**config.mk**
```make
export PLATFORM = sky130hd
export DESIGN_NAME = pic_counter
export DESIGN_NICKNAME = d
export VERILOG_FILES = /design/src/pic_pkg.sv /design/src/pic_filter.sv /design/src/pic_counter.sv
export VERILOG_INCLUDE_DIRS = /design/src
export SDC_FILE = /design/constraint.sdc
export NUM_CORES = 1
export LEC_CHECK = 0
export BUFFER_PORTS_ARGS = -buffer_cell sky130_fd_sc_hd__buf_2
export CAP_MARGIN = 25
export CORE_MARGIN = 10
export CORE_UTILIZATION = 54
export CTS_BUF_LIST = sky130_fd_sc_hd__clkbuf_4
export CTS_CLUSTER_DIAMETER = 30
export CTS_CLUSTER_SIZE = 24
export DETAILED_ROUTE_END_ITERATION = 12
export PLACE_DENSITY = 0.8
export SETUP_SLACK_MARGIN = 0.5
export SYNTH_ARGS = -nofsm -noshare
export SYNTH_HDL_FRONTEND = slang
export SYNTH_HIERARCHICAL = 1
export SYNTH_SLANG_ARGS = --single-unit
```
**constraint.sdc**
```tcl
create_clock -name ref_clk -period 3.65 [get_ports ref_clk]
set_input_delay 0.73 -clock ref_clk [delete_from_list [all_inputs] [get_ports ref_clk]]
set_output_delay 0.73 -clock ref_clk [all_outputs]
set_load 0.02 [all_outputs]
```
**src/pic_regs.svh**
```systemverilog
// Purpose: constants of the position input counter
// Assumes: 25 MHz reference clock, times held in picoseconds
// Notes: cycle counts round a least time up to whole cycles
`ifndef PIC_REGS_SVH
`define PIC_REGS_SVH

`define PIC_POS_W 32
`define PIC_NCH 5
`define PIC_FCNT_W 6

// clock period and filter times
`define PIC_CLK_PS 40000
`define PIC_FLT0_PS 1950000
`define PIC_FLT1_PS 1000000
`define PIC_FLT2_PS 500000
`define PIC_FLT3_PS 250000
`define PIC_FLT4_PS 125000
`define PIC_FLT5_PS 100000
`define PIC_FLT6_PS 62500
`define PIC_CYC(ps) (((ps) + `PIC_CLK_PS - 1) / `PIC_CLK_PS)

// usable count bandwidth per filter code, in hertz
`define PIC_BW0_HZ 512000
`define PIC_BW1_HZ 1000000
`define PIC_BW2_HZ 2000000
`define PIC_BW3_HZ 4000000
`define PIC_BW4_HZ 8000000
`define PIC_BW5_HZ 10000000
`define PIC_BW6_HZ 16000000

// polarity word and live state bit positions
`define PIC_BIT_A 0
`define PIC_BIT_B 1
`define PIC_BIT_IDX 2
`define PIC_BIT_HOME 3
`define PIC_BIT_SENS 4
`define PIC_BIT_ZTOG 5
`define PIC_BIT_OUT 7

// reset values
`define PIC_RST_FMT 2'h0
`define PIC_RST_FILT 3'h1
`define PIC_RST_RATE 2'h0
`define PIC_RST_POL 8'h00
`define PIC_RST_RUN 1'h1
`define PIC_RST_POS 32'h0000_0000

`endif

```
**src/pic_pkg.sv**
```systemverilog
// Purpose: types of the position input counter
// Assumes: constants come from pic_regs.svh
// Notes: enums carry the documented codes
package pic_pkg;

    // input signal format
    typedef enum logic [1:0] {
        PIC_FMT_QUAD = 2'h0,
        PIC_FMT_DUAL = 2'h1,
        PIC_FMT_STEP = 2'h2
    } pic_fmt_t;

    // quadrature multiplier
    typedef enum logic [1:0] {
        PIC_RATE_X4 = 2'h0,
        PIC_RATE_X2 = 2'h1,
        PIC_RATE_X1 = 2'h2
    } pic_rate_t;

    // configuration word written by software
    typedef struct packed {
        logic [7:0] pol;
        logic run;
        pic_fmt_t fmt;
        logic [2:0] filt;
        pic_rate_t rate;
    } pic_cfg_t;

endpackage : pic_pkg

```
**src/pic_filter.sv**
```systemverilog
// Purpose: debounce filter for one input channel
// Assumes: din already synchronised to ref_clk
// Notes: output flips only after thresh stable cycles
`timescale 1ns/1ps
`include "pic_regs.svh"

module pic_filter (
    input wire logic ref_clk,
    input wire logic reset_n,
    input wire logic clk_en,
    input wire logic [`PIC_FCNT_W-1:0] thresh,
    input wire logic din,
    output logic dout
);

    logic [`PIC_FCNT_W-1:0] cnt_reg; // cycles din has differed
    logic [`PIC_FCNT_W-1:0] cnt_next;
    logic dout_reg; // filtered level
    logic dout_next;

    assign dout = dout_reg;

    // a pulse shorter than thresh cycles never reaches dout
    always_comb
    begin
        cnt_next = cnt_reg;
        dout_next = dout_reg;
        if (clk_en)
        begin
            if (din == dout_reg)
                cnt_next = '0;
            else if (cnt_reg >= thresh - `PIC_FCNT_W'(1))
            begin
                dout_next = din;
                cnt_next = '0;
            end
            else
                cnt_next = cnt_reg + `PIC_FCNT_W'(1);
        end
    end

    // registers only
    always_ff @(posedge ref_clk)
    begin
        if (!reset_n)
        begin
            cnt_reg <= '0;
            dout_reg <= 1'b0;
        end
        else
        begin
            cnt_reg <= cnt_next;
            dout_reg <= dout_next;
        end
    end
endmodule : pic_filter

```
**src/pic_counter.sv**
```systemverilog
// Purpose: phase input decode, filtering and 32-bit position counter
// Assumes: single ref_clk domain, pins are asynchronous
// Notes: config is written as one word through cfg_wr
`timescale 1ns/1ps
`include "pic_regs.svh"

module pic_counter #(
    parameter bit ENHANCED = 1'b1 // enables filter codes 5 and 6
) (
    input wire logic ref_clk,
    input wire logic reset_n,
    input wire logic clk_en,
    input wire logic phase_a_pin,
    input wire logic phase_b_pin,
    input wire logic index_pin,
    input wire logic home_pin,
    input wire logic sensor_pin,
    input wire logic cfg_wr,
    input wire pic_pkg::pic_cfg_t cfg_in,
    input wire logic load_strobe,
    input wire logic [`PIC_POS_W-1:0] load_value,
    output pic_pkg::pic_cfg_t cfg_q,
    output logic [`PIC_POS_W-1:0] position,
    output logic [7:0] live_state,
    output logic dist_step,
    output logic dist_up
);

    logic [`PIC_NCH-1:0] pins; // raw pins
    logic [`PIC_NCH-1:0] meta_reg; // first sync stage
    logic [`PIC_NCH-1:0] meta_next;
    logic [`PIC_NCH-1:0] sync_reg; // second sync stage
    logic [`PIC_NCH-1:0] sync_next;
    logic [`PIC_NCH-1:0] pol_in; // polarity corrected levels
    logic [`PIC_NCH-1:0] flt; // filtered levels
    logic [`PIC_NCH-1:0] prev_reg; // filtered levels one cycle ago
    logic [`PIC_NCH-1:0] prev_next;
    logic [`PIC_FCNT_W-1:0] thresh; // filter length in cycles
    pic_pkg::pic_cfg_t cfg_reg;
    pic_pkg::pic_cfg_t cfg_next;
    logic [`PIC_POS_W-1:0] pos_reg;
    logic [`PIC_POS_W-1:0] pos_next;
    logic ztog_reg; // index seen toggle
    logic ztog_next;
    logic [7:0] live_reg;
    logic [7:0] live_next;
    logic dstep_reg;
    logic dstep_next;
    logic dup_reg;
    logic dup_next;
    logic a_chg; // phase a edge of any kind
    logic b_chg;
    logic a_rise;
    logic b_rise;
    logic step; // one count this cycle
    logic up; // direction of that count

    assign pins = {sensor_pin, home_pin, index_pin, phase_b_pin, phase_a_pin};

    // outputs straight from flops; read any time, no side effect
    assign position = pos_reg;
    assign cfg_q = cfg_reg;
    assign live_state = live_reg;
    assign dist_step = dstep_reg;
    assign dist_up = dup_reg;

    // two-stage synchroniser, second stage alone is read
    always_comb
    begin
        meta_next = clk_en ? pins : meta_reg;
        sync_next = clk_en ? meta_reg : sync_reg;
    end

    always_ff @(posedge ref_clk)
    begin
        if (!reset_n)
        begin
            meta_reg <= '0;
            sync_reg <= '0;
        end
        else
        begin
            meta_reg <= meta_next;
            sync_reg <= sync_next;
        end
    end

    // inversion before decode, so in quadrature a flipped phase reverses direction
    assign pol_in = sync_reg ^ cfg_reg.pol[`PIC_NCH-1:0];

    // filter length; unsupported codes fall back to the default
    always_comb
    begin
        thresh = `PIC_FCNT_W'(`PIC_CYC(`PIC_FLT1_PS));
        case (cfg_reg.filt)
            3'h0: thresh = `PIC_FCNT_W'(`PIC_CYC(`PIC_FLT0_PS));
            3'h1: thresh = `PIC_FCNT_W'(`PIC_CYC(`PIC_FLT1_PS));
            3'h2: thresh = `PIC_FCNT_W'(`PIC_CYC(`PIC_FLT2_PS));
            3'h3: thresh = `PIC_FCNT_W'(`PIC_CYC(`PIC_FLT3_PS));
            3'h4: thresh = `PIC_FCNT_W'(`PIC_CYC(`PIC_FLT4_PS));
            3'h5:
                if (ENHANCED)
                    thresh = `PIC_FCNT_W'(`PIC_CYC(`PIC_FLT5_PS));
            3'h6:
                if (ENHANCED)
                    thresh = `PIC_FCNT_W'(`PIC_CYC(`PIC_FLT6_PS));
            default: thresh = `PIC_FCNT_W'(`PIC_CYC(`PIC_FLT1_PS));
        endcase
    end

    // one filter per input channel
    genvar g;
    generate
        for (g = 0; g < `PIC_NCH; g++)
        begin : g_flt
            pic_filter u_flt (
                .ref_clk(ref_clk),
                .reset_n(reset_n),
                .clk_en(clk_en),
                .thresh(thresh),
                .din(pol_in[g]),
                .dout(flt[g])
            );
        end
    endgenerate

    assign a_chg = flt[`PIC_BIT_A] ^ prev_reg[`PIC_BIT_A];
    assign b_chg = flt[`PIC_BIT_B] ^ prev_reg[`PIC_BIT_B];
    assign a_rise = flt[`PIC_BIT_A] & ~prev_reg[`PIC_BIT_A];
    assign b_rise = flt[`PIC_BIT_B] & ~prev_reg[`PIC_BIT_B];

    // decode of the two phases into count steps
    always_comb
    begin
        step = 1'b0;
        up = 1'b0;
        case (cfg_reg.fmt)
            pic_pkg::PIC_FMT_QUAD:
                case (cfg_reg.rate)
                    pic_pkg::PIC_RATE_X4:
                    begin
                        // both phases moving at once is illegal, skip it
                        step = a_chg ^ b_chg;
                        if (a_chg)
                            up = flt[0] ^ prev_reg[1];
                        else
                            up = ~(flt[1] ^ prev_reg[0]);
                    end
                    pic_pkg::PIC_RATE_X2:
                    begin
                        step = a_chg;
                        up = flt[0] ^ flt[1];
                    end
                    pic_pkg::PIC_RATE_X1:
                    begin
                        step = a_rise;
                        up = ~flt[1];
                    end
                    default:
                    begin
                        step = 1'b0;
                        up = 1'b0;
                    end
                endcase
            pic_pkg::PIC_FMT_DUAL:
            begin
                // coincident forward and reverse pulses cancel
                step = a_rise ^ b_rise;
                up = a_rise;
            end
            pic_pkg::PIC_FMT_STEP:
            begin
                step = a_rise;
                up = ~flt[1];
            end
            default:
            begin
                step = 1'b0;
                up = 1'b0;
            end
        endcase
    end

    // config, counter, live state and distance steps
    always_comb
    begin
        cfg_next = cfg_reg;
        pos_next = pos_reg;
        prev_next = prev_reg;
        ztog_next = ztog_reg;
        live_next = live_reg;
        dstep_next = dstep_reg;
        dup_next = dup_reg;
        if (clk_en)
        begin
            if (cfg_wr)
                cfg_next = cfg_in;
            prev_next = flt;
            if (flt[`PIC_BIT_IDX] & ~prev_reg[`PIC_BIT_IDX])
                ztog_next = ~ztog_reg;
            // load wins over a count in the same cycle
            if (load_strobe)
                pos_next = load_value;
            else if (cfg_reg.run && step)
                pos_next = up ? pos_reg + `PIC_POS_W'(1)
                              : pos_reg - `PIC_POS_W'(1);
            live_next = {2'b00, ztog_reg, flt};
            dstep_next = cfg_reg.run & step;
            dup_next = up;
        end
    end

    always_ff @(posedge ref_clk)
    begin
        if (!reset_n)
        begin
            cfg_reg <= '{pol: `PIC_RST_POL, run: `PIC_RST_RUN,
                fmt: pic_pkg::PIC_FMT_QUAD, filt: `PIC_RST_FILT,
                rate: pic_pkg::PIC_RATE_X4};
            pos_reg <= `PIC_RST_POS;
            prev_reg <= '0;
            ztog_reg <= 1'b0;
            live_reg <= 8'h00;
            dstep_reg <= 1'b0;
            dup_reg <= 1'b0;
        end
        else
        begin
            cfg_reg <= cfg_next;
            pos_reg <= pos_next;
            prev_reg <= prev_next;
            ztog_reg <= ztog_next;
            live_reg <= live_next;
            dstep_reg <= dstep_next;
            dup_reg <= dup_next;
        end
    end
endmodule : pic_counter

```
# Yosys cells after proc, flatten, opt, wreduce, memory -nomap -nowiden
# Cells that the tools add are included.
# totals
register_bits	105
in_bits	58
output_inout_bits	58
wordCells	105
# op_classes
addsub	8
n_lt_le_gt_ge	5
eq_ne	14
muxes	19
n_bitwise	23
n_reduce_logical	13
# ops
operator	count
32-bit 2-to-1 mux	3
6-bit 2-to-1 mux	10
6-bit case mux with 6 select lines	1
32-bit by 1-bit adder with 32-bit output (second input constant)	1
32-bit by 1-bit subtractor with 32-bit output (second input constant)	1
6-bit by 1-bit adder with 6-bit output (second input constant)	5
6-bit greater-or-equal comparator	5
3-bit AND reduction	5
1-bit case mux with 3 select lines	4
1-bit NOT	11
3-bit == test (second input constant)	3
1-bit XOR	7
3-bit by 2-bit == test with 1-bit output (second input constant)	2
2-bit AND reduction	3
6-bit by 1-bit subtractor with 6-bit output (second input constant)	1
1-bit == test	5
5-bit XOR	1
1-bit AND	4
2-bit by 1-bit == test with 1-bit output (second input constant)	2
2-bit == test (second input constant)	2
2-bit logical NOT	2
3-bit logical NOT	1
2-bit nonzero test	1
1-bit logical AND	1
1-bit 2-to-1 mux	1

# Depth between registers and ports, before layout
# logic_depth
depth_word	8
mapped_depth	17

# Cells and area by module
# The synthesis kept the hierarchy.
# modules_own_cells
mod	instances	cells_per_inst	area_per_inst_um2
pic_counter	1	590	4664.5
pic_filter	5	67	558.0

# Worst setup path after synthesis
# OpenSTA, ideal clock, no wires.
# synth_timing
kind	reg-to-reg
start	reg prev_reg[0]
end	reg pos_reg[31], in the netlist position[31]
setup_time_ps	103
arrival_ps	4087
t_required_ps	3547
path_slack_ps	-540
stages_incl_launch_ff	17
period_less_slack_ps	4190
cell_sequence	dfxtp_1 inv_1 ha_1 mux2i_1 o21ai_1 o21ai_1 a21oi_1 inv_1 ha_1 a211oi_2 o21bai_1 a21o_1 a221o_1 a31oi_4 o2bb2ai_1 mux4_1 a2111oi_2
# synth_via
elab_chain_cells	8
elab_cells_between_ends	18
cone_classes	8 x mux; 7 x bitwise; 3 x reduce/logical
# synth_rtl
element	line_no	rtl
start: declaration	pic_counter.sv:36	logic [`PIC_NCH-1:0] prev_reg;
start signal: assignment	pic_counter.sv:231	prev_reg <= prev_next;
1-bit XOR	pic_counter.sv:147	up = ~(flt[1] ^ prev_reg[0]);
1-bit NOT	pic_counter.sv:147	
1-bit 2-to-1 mux	pic_counter.sv:144	if (a_chg)
1-bit case mux with 3 select lines	pic_counter.sv:139	case (cfg_reg.rate)
1-bit case mux with 3 select lines *	pic_counter.sv:137	case (cfg_reg.fmt)
net up	pic_counter.sv:56	logic up;
32-bit 2-to-1 mux *	pic_counter.sv:205	pos_next = up ? pos_reg + `PIC_POS_W'(1)
32-bit 2-to-1 mux *	pic_counter.sv:204	else if (cfg_reg.run && step)
32-bit 2-to-1 mux *	pic_counter.sv:202	if (load_strobe)
end signal: assignment	pic_counter.sv:220	pos_reg <= `PIC_RST_POS;
end signal: assignment	pic_counter.sv:230	pos_reg <= pos_next;
end: declaration	pic_counter.sv:41	logic [`PIC_POS_W-1:0] pos_reg;
# The timed path passes the listed nets; every way through them passes the cells marked *. The select of a mux whose other input is x is not followed.
# A chain may end at the register's enable or synchronous reset.

# Worst setup path after layout
# Ends and elaborated chain as after synthesis.

==> out/metrics.yaml <==
cts_buffers: 9
yosys_warnings: 6
placed_cells: 1221
syn_area_sq_um: 7450
port-buffer-count: 113
h-tree-depth: 3
area_delta_synth_final_pct: 25.4
synth-edff-count: 0
initial_core_util_pct: 55.6
slew_viol_final: 0
start_kind: "flip-flop"
drtAntennaViolNets: 0
synth_top_flop_cell: "dfxtp_1"
dpl.hpwl_um: 15700
grt_pass1_wl_um: 33300
pre_cts_slack_ns: 0.00148
timing.fmax_mhz: 275
ys_async_sr_fraction_pct: 0
cp_data_arrival_time_ns: 4.06
largest_reg_flops: 32
totalWireLength_um: 21300
wl_per_cell_um: 17.0
setup_viol: 0
relSlewSlack_pct: 31.1
yosys.area.top_type_share_pct: 27.4
num_antenna_cells: 0
clockBufferDepth: 2
hold_viol_final: 0
finalSetupTns_ns: 0
finClkSkew_ns: 0.0234
cts.clk_slew.worst_paths_ns: 0.20
yosys.area.top_type: "dfxtp_1"
drive_gt1_share_pct: 26.9
most-common-layout-cells: "buf_2 (113), nand2_1 (111), dfxtp_1 (97)"
reg2reg_depth: 18
layout_commonest_cell: "buf_2"
status: "complete, no violations"
track_usage_pct: 21.4
cp_max_fo: 10
multi_input_area_sq_um: 5700
die_h_um: 137
die_area_sq_um: 18900
io_pins: 116
drc: 0
layout.nets: 1205
hold_path_class: "input pin to flip-flop"
cpMostUsedCell: "o21ai_1"
grt_antenna_before_repair: 0
fin_cells: 1254
p_leak_nw: 4.03
peakVddDrop_uv: 330
row_count: 42
synthDistinctLibCells: 69
powerDensity_nw_per_um2: 289
core_sq_um: 13400
cts.sinks: 102
place_congestion: 0.928
fin_crit_sh_pct: 99.8
hold_depth: 3
path_class: "flip-flop to flip-flop"
worst_pin_slew_ns: 1.02
synth_seq_cells: 102
cts_tree: "done"
worst_path_largest_cell_delay_ns: 0.43
cap_viol_max_count: 0
firstDrtPassIters: 5
setup_slack_ns: 0.00797
final_cell_area_sq_um: 9350
dr.first_iter.drc_count: 437
rsz0062_at_grt: "yes"
slowest_stage: "a221o_2"
dr_total_vias: 7425
period_minus_slack_ns: 3.64
crit_path_end_kind: "flip-flop"
grt_max_degree: 39
place_area_sq_um: 8600
die_x_um: 137
syn-mean-instance-area_sq_um: 8.06
nFillCells: 1046
grt_pass1_vias: 6931
root_buffer: "clkbuf_4"
insertion_delay_ns: 0.52
cp_cell_sequence: "inv_2, ha_4, mux2i_1, o21ai_1, o21ai_1, a21oi_2, clkinvlp_4, buf_12, buf_12, ha_4, o21ai_1, o21bai_1, a21o_1, a221o_2, a31oi_4, o2bb2ai_2, mux4_2, a2111oi_4"
viasPerCell: 5.92
syn_inst: 925
seq_area_frac_synth_pct: 27.4
synth_area_leaders: "dfxtp_1 (27%), ha_1 (12%), nand2_1 (5.6%), a21oi_1 (5.4%), mux2i_1 (4.0%)"
grt-ovfl-total: 0
ff_latch_area_sq_um: 2060
worstPathRequired_ns: 4.07
where the power goes:
group	total, mW	internal, mW	switching [mW]
sequential	1.23	1.16	0.0613
combinational	0.855	0.362	0.493
clock	0.619	0.164	0.455
total	2.70	1.69	1.01
worst max-delay path, delay by kind of cell, from the launching register on:
family	cells	cell delay [ns]
buffers and inverters	4	0.48
adder cells (fa/ha/maj)	2	0.50
AO/OA/AOI/OAI	10	1.79
flip-flops	1	0.40
multiplexers	2	0.38
per-layer routing:
layer | track usage [%] | up-vias | routed length, um
met5 | 0 | - | 0
li1 | - | 3662 | -
met4 | 6.09 | 0 | 495
met3 | 5.64 | 40 | 1520
met1 | 26.8 | 3488 | 9200
met2 | 35.2 | 235 | 10100
path summary, 6_finish.rpt:
kind,start,endpoint,slack (ns)
worst max-delay path,prev_reg[0],position[31],0.008
worst min-delay path,cfg_in[12],cfg_q[12],0.42
worst max register to register,prev_reg[0],position[31],0.008
worst min register to register,cfg_q[15],cfg_q[15],0.47
Yosys cell counts (5+ instances only):
cell,instances
a211oi_1,5
a211oi_4,5
a21o_1,18
a21oi_1,80
a21oi_2,5
a22oi_1,7
a31oi_1,18
a32o_1,5
a41oi_1,6
and2_1,8
and3_1,7
buf_1,6
clkbuf_1,27
dfxtp_1,102
ha_1,73
inv_1,41
mux2i_1,30
nand2_1,112
nand2b_1,17
nand3_1,29
nand4_1,7
nor2_1,77
nor2b_1,6
nor3_1,16
o2111ai_2,5
o211a_1,8
o211ai_1,16
o21ai_0,45
o21ai_1,13
o31ai_1,8
or3_1,9
xnor2_1,34
xor2_1,24
final cells by class:
class,count,share of cell area (%)
well taps,176,2.36
clock inverters,7,0.763
flip-flops and latches,102,22.0
repair buffers,172,11.5
multi-input cells,746,60.9
inverters,42,1.73
clock buffers,9,0.723
kinds of logic (layout without fill, tap and decap cells):
group / count (synthesis) / after routing / synth area share (%)
fa+ha+maj: 74 / 74 / 12.5
compound gates: 284 / 284 / 26.8
simple gates: 297 / 297 / 18.0
buf+inv: 78 / 230 / 4.04
flops: 102 / 102 / 27.4
other cells: 1 / 2 / 0.0503
mux: 31 / 31 / 4.38
xor+xnor: 58 / 58 / 6.81
metrics by stage:
step	utilization (%)	hold WS, ns	total power [mW]
floorplan	-	0.456	1.75
global placement	64.1	0.440	1.98
detailed placement	64.2	0.444	2.00
CTS	65.9	0.395	2.63
global route	69.8	0.383	2.84
finish	69.8	0.419	2.70
timing repair:
item,4_1_cts,5_1_grt
setup endpoints to repair,34,43
hold buffers,0,0
buffers inserted,1,16
endpoints found under the hold margin,0,0
pin swaps,5,33
resized for setup,16,69
Power figures use the tool's default switching activity.
